File: config.mk
export PLATFORM = sky130hd
export DESIGN_NAME = rxe_mii_rx
export DESIGN_NICKNAME = d
export VERILOG_FILES = /design/src/common/rxe_pkg.sv /design/src/verilog/rxe_mii_rx.sv
export SDC_FILE = /design/constraint.sdc
export NUM_CORES = 1
export LEC_CHECK = 0
export BUFFER_PORTS_ARGS = -buffer_cell sky130_fd_sc_hd__buf_2
export CORE_MARGIN = 1.5
export CORE_UTILIZATION = 40
export DETAILED_ROUTE_END_ITERATION = 10
export GPL_TIMING_DRIVEN = 0
export SLEW_MARGIN = 10
export SYNTH_ARGS = -nofsm -noshare
export SYNTH_HDL_FRONTEND = slang
export SYNTH_SLANG_ARGS = --single-unit
File: constraint.sdc
create_clock -name core_clk -period 5.6 [get_ports core_clk]
set_clock_uncertainty 0.05 [all_clocks]
set_input_delay 0.84 -clock core_clk [delete_from_list [all_inputs] [get_ports core_clk]]
set_output_delay 0.84 -clock core_clk [all_outputs]
set_load 0.005 [all_outputs]
File: src/common/rxe_pkg.sv
`default_nettype none
package rxe_pkg;
	// Core clock and the two receive clock rates
	localparam int unsigned CORE_HZ      = 200_000_000;
	localparam int unsigned RXCLK_10_HZ  = 2_500_000;
	localparam int unsigned RXCLK_100_HZ = 25_000_000;

	// Half periods of the receive clock in core cycles
	localparam int unsigned DIV_W = 7;
	localparam logic [DIV_W-1:0] HALF_10 =
		DIV_W'(CORE_HZ / (2 * RXCLK_10_HZ));
	localparam logic [DIV_W-1:0] HALF_100 =
		DIV_W'(CORE_HZ / (2 * RXCLK_100_HZ));
	localparam logic [DIV_W-1:0] DIV_RST = 7'h00;

	// Values after reset and special nibbles
	localparam logic [3:0] NIB_RST           = 4'h0;
	localparam logic [3:0] FALSE_CARRIER_NIB = 4'he;

	// Elastic store between line and receive clock
	localparam int unsigned FIFO_DEPTH = 16;

	// One recovered nibble with its delimiter and error marks
	typedef struct packed {
		logic       err;
		logic       eof;
		logic       sof;
		logic [3:0] nib;
	} rxe_ent_t;

	// Receive interface outputs travelling together
	typedef struct packed {
		logic [3:0] rxd;
		logic       dv;
		logic       er;
	} rxe_mii_t;

	localparam rxe_mii_t MII_RST = '{rxd: NIB_RST, dv: 1'b0, er: 1'b0};

	// Frame state, one-hot
	typedef enum logic [2:0] {
		RXE_IDLE = 3'b001,
		RXE_LOCK = 3'b010,
		RXE_DATA = 3'b100
	} rxe_state_t;
endpackage
`default_nettype wire

File: src/verilog/rxe_mii_rx.sv
`default_nettype none

// Elastic store for recovered nibbles
module rxe_fifo #(
	parameter int unsigned W     = 7,
	parameter int unsigned DEPTH = 16
) (
	input  wire logic         core_clk,
	input  wire logic         rst,
	input  wire logic         in_valid,
	output logic              in_ready,
	input  wire logic [W-1:0] in_data,
	output logic              out_valid,
	input  wire logic         out_ready,
	output logic      [W-1:0] out_data
);
	localparam int unsigned AW = $clog2(DEPTH);

	logic [W-1:0] mem_q [DEPTH];   // Storage array
	logic [AW:0]  wr_q;            // Write pointer, extra wrap bit
	logic [AW:0]  rd_q;            // Read pointer, extra wrap bit
	logic         push;            // Accepted write
	logic         pop;             // Accepted read
	logic         full;            // No room left
	logic         empty;           // Nothing stored

	assign full      = (wr_q[AW] != rd_q[AW]) &&
		(wr_q[AW-1:0] == rd_q[AW-1:0]);
	assign empty     = (wr_q == rd_q);
	assign in_ready  = !full;
	assign out_valid = !empty;
	assign push      = in_valid && !full;
	assign pop       = out_ready && !empty;
	assign out_data  = mem_q[rd_q[AW-1:0]];

	// Storage has no reset; only pointers define contents
	always_ff @(posedge core_clk) begin
		if (push) begin
			mem_q[wr_q[AW-1:0]] <= in_data;
		end
	end

	// Pointer update
	always_ff @(posedge core_clk or posedge rst) begin
		if (rst) begin
			wr_q <= '0;
			rd_q <= '0;
		end else begin
			wr_q <= wr_q + (AW+1)'(push);
			rd_q <= rd_q + (AW+1)'(pop);
		end
	end
endmodule

// Receive side of the MAC-facing nibble interface
module rxe_mii_rx
	import rxe_pkg::*;
(
	input  wire logic       core_clk,
	input  wire logic       rst,
	input  wire logic       line_clk,
	input  wire logic       line_crs,
	input  wire logic       line_link,
	input  wire logic       line_speed_100,
	input  wire logic [3:0] line_nib,
	input  wire logic       line_sof,
	input  wire logic       line_eof,
	input  wire logic       line_err,
	input  wire logic       receive_float_request,
	output logic            rx_clk,
	output logic            rx_clk_oe_n,
	output logic      [3:0] rxd,
	output logic            rxd_oe_n,
	output logic            rx_dv,
	output logic            rx_dv_oe_n,
	output logic            rx_er,
	output logic            rx_er_oe_n,
	output logic            line_ready
);
	localparam int unsigned PW = 12;

	// Pin synchronisers; stage one is read only by stage two
	logic [PW-1:0] pin_raw;        // Raw pins, packed
	logic [PW-1:0] pin_s1_q;       // First stage
	logic [PW-1:0] pin_s2_q;       // Second stage, safe to use
	logic          lclk_d_q;       // Delayed line clock for edges

	// Synchronised names
	logic          lclk_s;         // Line clock
	logic          crs_s;          // Carrier
	logic          link_s;         // Link established
	logic          speed_s;        // 100 Mb/s selected
	logic          float_s;        // MAC float request
	rxe_ent_t      ent_s;          // Line nibble and marks
	logic          lclk_rise;      // Line nibble strobe

	// Receive clock generator
	logic [DIV_W-1:0] div_q;       // Half period counter
	logic [DIV_W-1:0] div_d;
	logic [DIV_W-1:0] half_sel;    // Half period for the speed
	logic          rclk_q;         // Receive clock level
	logic          rclk_d;
	logic          half_end;       // Last cycle of a half period
	logic          fall_evt;       // Receive clock falls now
	logic          realign;        // Restart the clock phase
	logic          link_q;         // Link seen last cycle
	logic          link_rise;      // Link just came up

	// Frame handling
	rxe_state_t    state_q;        // Frame state
	rxe_state_t    state_d;
	rxe_mii_t      mii_q;          // Registered receive outputs
	rxe_mii_t      mii_d;
	logic          float_q;        // Registered float state
	logic          ready_q;        // Registered store ready
	logic          lock_entry;     // Carrier starts a frame

	// Store connections
	logic          st_in_ready;    // Store can take a nibble
	logic          st_out_valid;   // Store holds a nibble
	rxe_ent_t      st_out;         // Oldest nibble
	logic          pop;            // Consume oldest nibble

	assign pin_raw = {line_clk, line_crs, line_link, line_speed_100,
		receive_float_request, line_err, line_eof, line_sof, line_nib};

	// Two flip-flops on every pin
	always_ff @(posedge core_clk or posedge rst) begin
		if (rst) begin
			pin_s1_q <= '0;
			pin_s2_q <= '0;
			lclk_d_q <= 1'b0;
		end else begin
			pin_s1_q <= pin_raw;
			pin_s2_q <= pin_s1_q;
			lclk_d_q <= pin_s2_q[11];
		end
	end

	// Data and clock share the same latency, so a nibble settles
	// well before its strobe edge is seen at slow line rates
	assign lclk_s    = pin_s2_q[11];
	assign crs_s     = pin_s2_q[10];
	assign link_s    = pin_s2_q[9];
	assign speed_s   = pin_s2_q[8];
	assign float_s   = pin_s2_q[7];
	assign ent_s     = rxe_ent_t'(pin_s2_q[6:0]);
	assign lclk_rise = lclk_s && !lclk_d_q;

	// Line nibbles enter on each line clock rising edge within carrier while the store is not full
	rxe_fifo #(
		.W     ($bits(rxe_ent_t)),
		.DEPTH (FIFO_DEPTH)
	) u_store (
		.core_clk  (core_clk),
		.rst       (rst),
		.in_valid  (lclk_rise && crs_s),
		.in_ready  (st_in_ready),
		.in_data   (ent_s),
		.out_valid (st_out_valid),
		.out_ready (pop),
		.out_data  (st_out)
	);

	// Half period picked by speed
	assign half_sel  = speed_s ? HALF_100 : HALF_10;
	// A speed change can leave the count past the new end point;
	// ending there avoids a long wrap through the whole counter
	assign half_end  = (div_q >= half_sel - DIV_W'(1));
	assign link_rise = link_s && !link_q;
	assign lock_entry = (state_q == RXE_IDLE) && crs_s;

	// 10M: once per packet, inside carrier-before-valid window.
	// 100M: once at link up; the phase may jump a full cycle.
	assign realign = speed_s ? link_rise
		: lock_entry;
	assign fall_evt = half_end && rclk_q && !realign;

	// Without link the divider free-runs from the reference clock
	always_comb begin
		div_d  = div_q + DIV_W'(1);
		rclk_d = rclk_q;
		if (realign) begin
			div_d  = DIV_RST;
			rclk_d = 1'b1;
		end else if (half_end) begin
			div_d  = DIV_RST;
			rclk_d = !rclk_q;
		end
	end

	// Receive clock registers
	always_ff @(posedge core_clk or posedge rst) begin
		if (rst) begin
			div_q  <= DIV_RST;
			rclk_q <= 1'b0;
			link_q <= 1'b0;
		end else begin
			div_q  <= div_d;
			rclk_q <= rclk_d;
			link_q <= link_s;
		end
	end

	// Outputs only move on the falling edge, a half period
	// ahead of the rising edge where the MAC samples
	assign pop = fall_evt && st_out_valid;

	// Frame state and output selection
	always_comb begin
		state_d = state_q;
		mii_d   = mii_q;
		if (fall_evt) begin
			mii_d.er = 1'b0;
			case (state_q)
				RXE_IDLE: begin
					mii_d = MII_RST;
				end
				RXE_LOCK: begin
					// Delimiter found: first nibble goes valid
					if (pop && st_out.sof) begin
						state_d   = RXE_DATA;
						mii_d.dv  = 1'b1;
						mii_d.er  = st_out.err && speed_s;
						mii_d.rxd = st_out.nib;
					end else if (pop && st_out.err && speed_s) begin
						// False carrier shows as error, not valid
						mii_d.er  = 1'b1;
						mii_d.rxd = FALSE_CARRIER_NIB;
					end else if (!pop && !crs_s) begin
						state_d = RXE_IDLE;
					end
				end
				RXE_DATA: begin
					if (pop && !st_out.eof) begin
						mii_d.rxd = st_out.nib;
						mii_d.er  = st_out.err && speed_s;
					end else begin
						// End delimiter, or store ran dry: abort
						state_d = RXE_IDLE;
						mii_d   = MII_RST;
					end
				end
				default: begin
					state_d = RXE_IDLE;
					mii_d   = MII_RST;
				end
			endcase
		end else if (lock_entry) begin
			state_d = RXE_LOCK;
		end
	end

	// Frame state registers
	always_ff @(posedge core_clk or posedge rst) begin
		if (rst) begin
			state_q <= RXE_IDLE;
			mii_q   <= MII_RST;
			float_q <= 1'b1;
			ready_q <= 1'b0;
		end else begin
			state_q <= state_d;
			mii_q   <= mii_d;
			float_q <= float_s;
			ready_q <= st_in_ready;
		end
	end

	// Float request from the MAC side releases rx_clk, rxd, rx_dv and rx_er; line_ready stays driven
	assign rx_clk      = rclk_q;
	assign rxd         = mii_q.rxd;
	assign rx_dv       = mii_q.dv;
	assign rx_er       = mii_q.er;
	assign rx_clk_oe_n = float_q;
	assign rxd_oe_n    = float_q;
	assign rx_dv_oe_n  = float_q;
	assign rx_er_oe_n  = float_q;
	assign line_ready  = ready_q;
endmodule
`default_nettype wire

==> results.md <==
- Combinational logic is responsible for 27.5% of the overall power.
- For this run, the detailed router's first-pass iteration total came to 4.
- The total internal power is approximately 2500 uW.
- The number of inserted diodes is 0.
- The clock reaches the later pin of the worst-skew pair after roughly 0.42 ns.
- The worst hold path belongs to the class reg -> reg.
- The portion of total power attributed to sequential cells is 41.5%.
- The fraction of power spent switching nets is a little under a third.
- The worst setup path is of the reg -> reg kind.
- The tree is rooted in a clkbuf_16.
- The register bit total from synthesis is around 170.
- Clock-pin slew was measured on the worst setup and hold paths at 0.06 ns.
- The critical path's largest stage delay is 0.66 ns.
- For this design the ratio of total power to cell area is between 400 and 500 mW/mm^2.
- The final hold violation count is 0.
- The die is 131 um wide.
- In this run, synthesis inferred approximately 110 flip-flops with an integrated enable.
- Entering global routing, the biggest net connects 32 pins.
- Yosys printed 0 warnings.
- The peak clock frequency supported by timing is ~330 MHz.
- The count of placed standard cells including taps is 620.
- The post-cts repair resize count is 0.
- The setup total negative slack is 0 ns.
- Each instance of the synthesized netlist takes up on average 17.5 sq um.
- The clock drives 167 sinks.
- The area added between synthesis and finish is 15.8%.
- The post-synthesis net count is 397.
- The row count is 46.
- The worst-case IR drop observed on VDD is 0.283 mV.
- The area enclosed by the die boundary is around 0.017 sq mm.
- The share of synthesized registers carrying an async set or reset is between 30% and 40%.
- For this configuration, the core starts out at a cell density of 41.2%.
- The finished layout cell area is 0.00760 sq mm.
- Summed over all cells, the static leakage comes to 0.00278 uW.
- In this run the count of I/O pins placed on the die edge is 26.
- After detailed placement, the total cell area comes to 0.00702 sq mm.
- The kind of cell adding the most delay to the critical path is simple AND/OR/NAND/NOR gates.
- The first global-routing pass estimated ~20 mm of wire.
- The port buffer count is 25.
- Traced cell by cell, the critical path runs through buf_2 > xor2_1 > nor4_1 > nand2_1 > and4b_1 > clkbuf_1 > or3b_2 > nor2_1.
- After the last flow step, the layout net total stands at 444.
- At the worst endpoint, the required time is 5.60 ns.
- The number of nets still failing antenna checks after routing is 0.
- The initial antenna violation count was 0.
- The final-report setup violation count is 0.
- The power dissipated by switching net loads is 1120 uW.
- The type of element launching the critical path is a register.
- Setup repair after global routing left no endpoint under its margin.
- The routed length per placed instance is 19.6 um.
- The region available for standard cell placement spans 0.0159 sq mm.
- In this run, the clock network consumes 31.0% of the power.
- The routed design could run at a clock period as short as about 3.0 ns.
- The portion of the clock cycle consumed by the worst path in the final layout is 53.7%.
- The total of hold buffers inserted after clock tree synthesis is 0.
- The post-synthesis cell count is 376.
- The via density per instance is 5.22.
- The worst-case headroom to the max-slew limit is between 40% and 50%.
- The number of buffer and inverter instances along the worst setup path is 2.
- The final wirelength is 12.8 mm.
- The number of different library cells used by synthesis comes to 57.
- The data arrival time of the critical path is 3.00 ns.
- After detailed routing, the number of remaining DRC violations is 0.
- The setup fix buffers added after clock tree synthesis is 0.
- The total overflow left after global routing is 0.
- The share of layout cells above drive strength 1 is 25.2%.
- The transition time at the pin with the least slew margin is between 0.8 and 0.9 ns.
- Detailed placement ended at an HPWL of 8.68 mm.
- The tool flagged a number of max-cap violations equal to 0.
- Cells fill 47.7% of the core in the end.
- The element type at the critical path end is a register.
- The post-synthesis cell area is 0.00657 sq mm.
- On the critical path, the stage with the largest delay is an instance of nor2_1.
- The finished layout holds 652 standard cells, fillers aside.
- The count of vias placed by the detailed router is 3,404.
- The final-report max-slew violation count is 0.
- In this run the number of H-tree levels came out at 4.
- The most used flip-flop cell after synthesis is edfxtp_1.
- The maximum root-to-sink buffer count is 2.
- The number of global-route vias before repair came to between 3,000 and 4,000.
- The flow ran to the end, and the final reports show no timing, DRC or antenna violations.
- The congestion estimate from routability-driven global placement came to about 0.79.
- After synthesis, flip-flops and latches occupy 72.2% of the total area.
- Counting the buffers created by CTS gives 17.
- The TritonCTS clock tree is done.
- Global routing consumed, over all layers together, 16.0% of the routing resources.
- The highest net fanout along the worst path is 10.
- The total chip power is 3670 uW.
- The number of DRC markers after the initial detailed-route iteration is 254.
- The die boundary height is 131 um.
-- layout by cell type (no fill, tap or decap), types with 3 or more instances in the layout --
master,count
o21ai_1,4
nand3b_1,3
nor2_1,25
o22a_1,3
xnor2_1,7
a22oi_1,3
mux4_1,3
xor2_1,11
mux2i_1,10
ha_1,7
a21oi_1,4
clkinvlp_4,4
nand2b_1,4
inv_1,8
and3_1,3
buf_2,30
clkbuf_16,18
edfxtp_1,112
mux4_2,22
buf_4,7
nor3_2,5
o21ai_0,4
nor2b_1,4
clkinv_2,3
clkbuf_1,4
dfrtp_1,53
nand2_1,10
nand3_1,16
-- stage by stage --
stage          hold slack, ns  setup slack (ns)
6_report                0.298              2.59
5_1_grt                 0.307              2.45
4_1_cts                 0.301              2.60
3_5_place_dp            0.287              2.62
3_3_place_gp            0.283              2.04
2_1_floorplan           0.281              2.99
-- worst reg2reg max path: stages, from the launching register on --
cell and delay [ns]:
dfrtp_1 0.34, buf_2 0.28, xor2_1 0.18, nor4_1 0.09, nand2_1 0.09, and4b_1 0.20, clkbuf_1 0.20, or3b_2 0.54
nor2_1 0.66
-- final cells by class --
class | count | area (sq um)
buffer | 18 | 118
fill | 1385 | 8340
multi-input combinational | 182 | 1690
sequential | 167 | 4740
clock inverter | 13 | 130
timing repair buffer | 28 | 160
tap | 216 | 270
clock buffer | 19 | 454
inverter | 9 | 33.8
-- final timing paths --
path / slack (ns) / to / cells after the start / startpoint
worst max-delay path: 2.59 / u_store.mem_q[4][0]$_DFFE_PP_ / 8 / u_store.rd_q[1]$_DFF_PP0_
worst min-delay path: 0.30 / pin_s2_q[11]$_DFF_PP0_ / 0 / pin_s1_q[11]$_DFF_PP0_
worst max register to register: 2.59 / u_store.mem_q[4][0]$_DFFE_PP_ / 8 / u_store.rd_q[1]$_DFF_PP0_
worst min register to register: 0.30 / pin_s2_q[11]$_DFF_PP0_ / 0 / pin_s1_q[11]$_DFF_PP0_
max in group asynchronous: 4.48 / state_q[0]$_DFFE_PP1P_ / 3 / rst
min in group asynchronous: 0.41 / pin_s2_q[7]$_DFF_PP0_ / 2 / rst
-- synthesized netlist by cell type, types with 2 or more instances --
master / n / share of area (%)
a211oi_1: 2 / 0.23
a21o_1: 2 / 0.23
a21oi_1: 4 / 0.30
a22oi_1: 3 / 0.34
and3_1: 3 / 0.29
buf_1: 2 / 0.11
buf_2: 5 / 0.38
buf_4: 5 / 0.57
clkbuf_1: 3 / 0.17
dfrtp_1: 53 / 20
dfstp_2: 2 / 0.80
edfxtp_1: 112 / 51
ha_1: 7 / 1.3
inv_1: 9 / 0.51
mux2_2: 2 / 0.34
mux2i_1: 10 / 1.5
mux4_1: 3 / 1.2
mux4_2: 22 / 7.5
nand2_1: 10 / 0.57
nand2b_1: 4 / 0.38
nand3_1: 16 / 1.2
nand3b_1: 3 / 0.34
nor2_1: 25 / 1.4
nor2b_1: 4 / 0.38
nor3_1: 6 / 0.46
nor4_1: 2 / 0.19
o211ai_1: 2 / 0.23
o21ai_0: 4 / 0.30
o21ai_1: 4 / 0.30
o22a_1: 3 / 0.40
or3b_2: 2 / 0.27
xnor2_1: 7 / 0.93
xor2_1: 11 / 1.5
-- registers in the layout (all words and copies together) (netlist names), 3 cells and up --
name / cells
pin_s1_q: 12
rxd: 4
pin_s2_q: 12
state_q: 3
u_store.wr_q: 5
u_store.rd_q: 5
div_q: 7
u_store.mem_q: 112
-- cell families after synthesis --
kind of cell               synth area share [%]
muxes                                      10.6
adders and majority gates                  1.33
xor gates and xnor gates                   2.40
and+or+nand+nor                            6.75
DFF                                        72.2
AOI/OAI and AO/OA                          4.36
buffers and inverters                      2.31
-- routing by layer --
metal | vias to the layer above | track usage [%] | routed length (um) | share of wire, %
met1 | 1763 | 21.6 | 5670 | 44
li1 | 1546 | - | - | -
met4 | 0 | 7.43 | 317 | 2.5
met3 | 18 | 3.59 | 601 | 4.7
met5 | - | 0 | 0 | 0
met2 | 77 | 24.8 | 6170 | 48
-- power by group through the flow --
stage	Combinational (uW)	Clock, uW	Sequential, uW
after floorplan	741	0	1520
after global placement	987	0	1540
after detailed placement	1010	0	1550
after CTS	1020	1150	1520
after global routing	1100	1210	1540
final	1010	1140	1520
No activity file was read; power rests on OpenSTA's default activity.
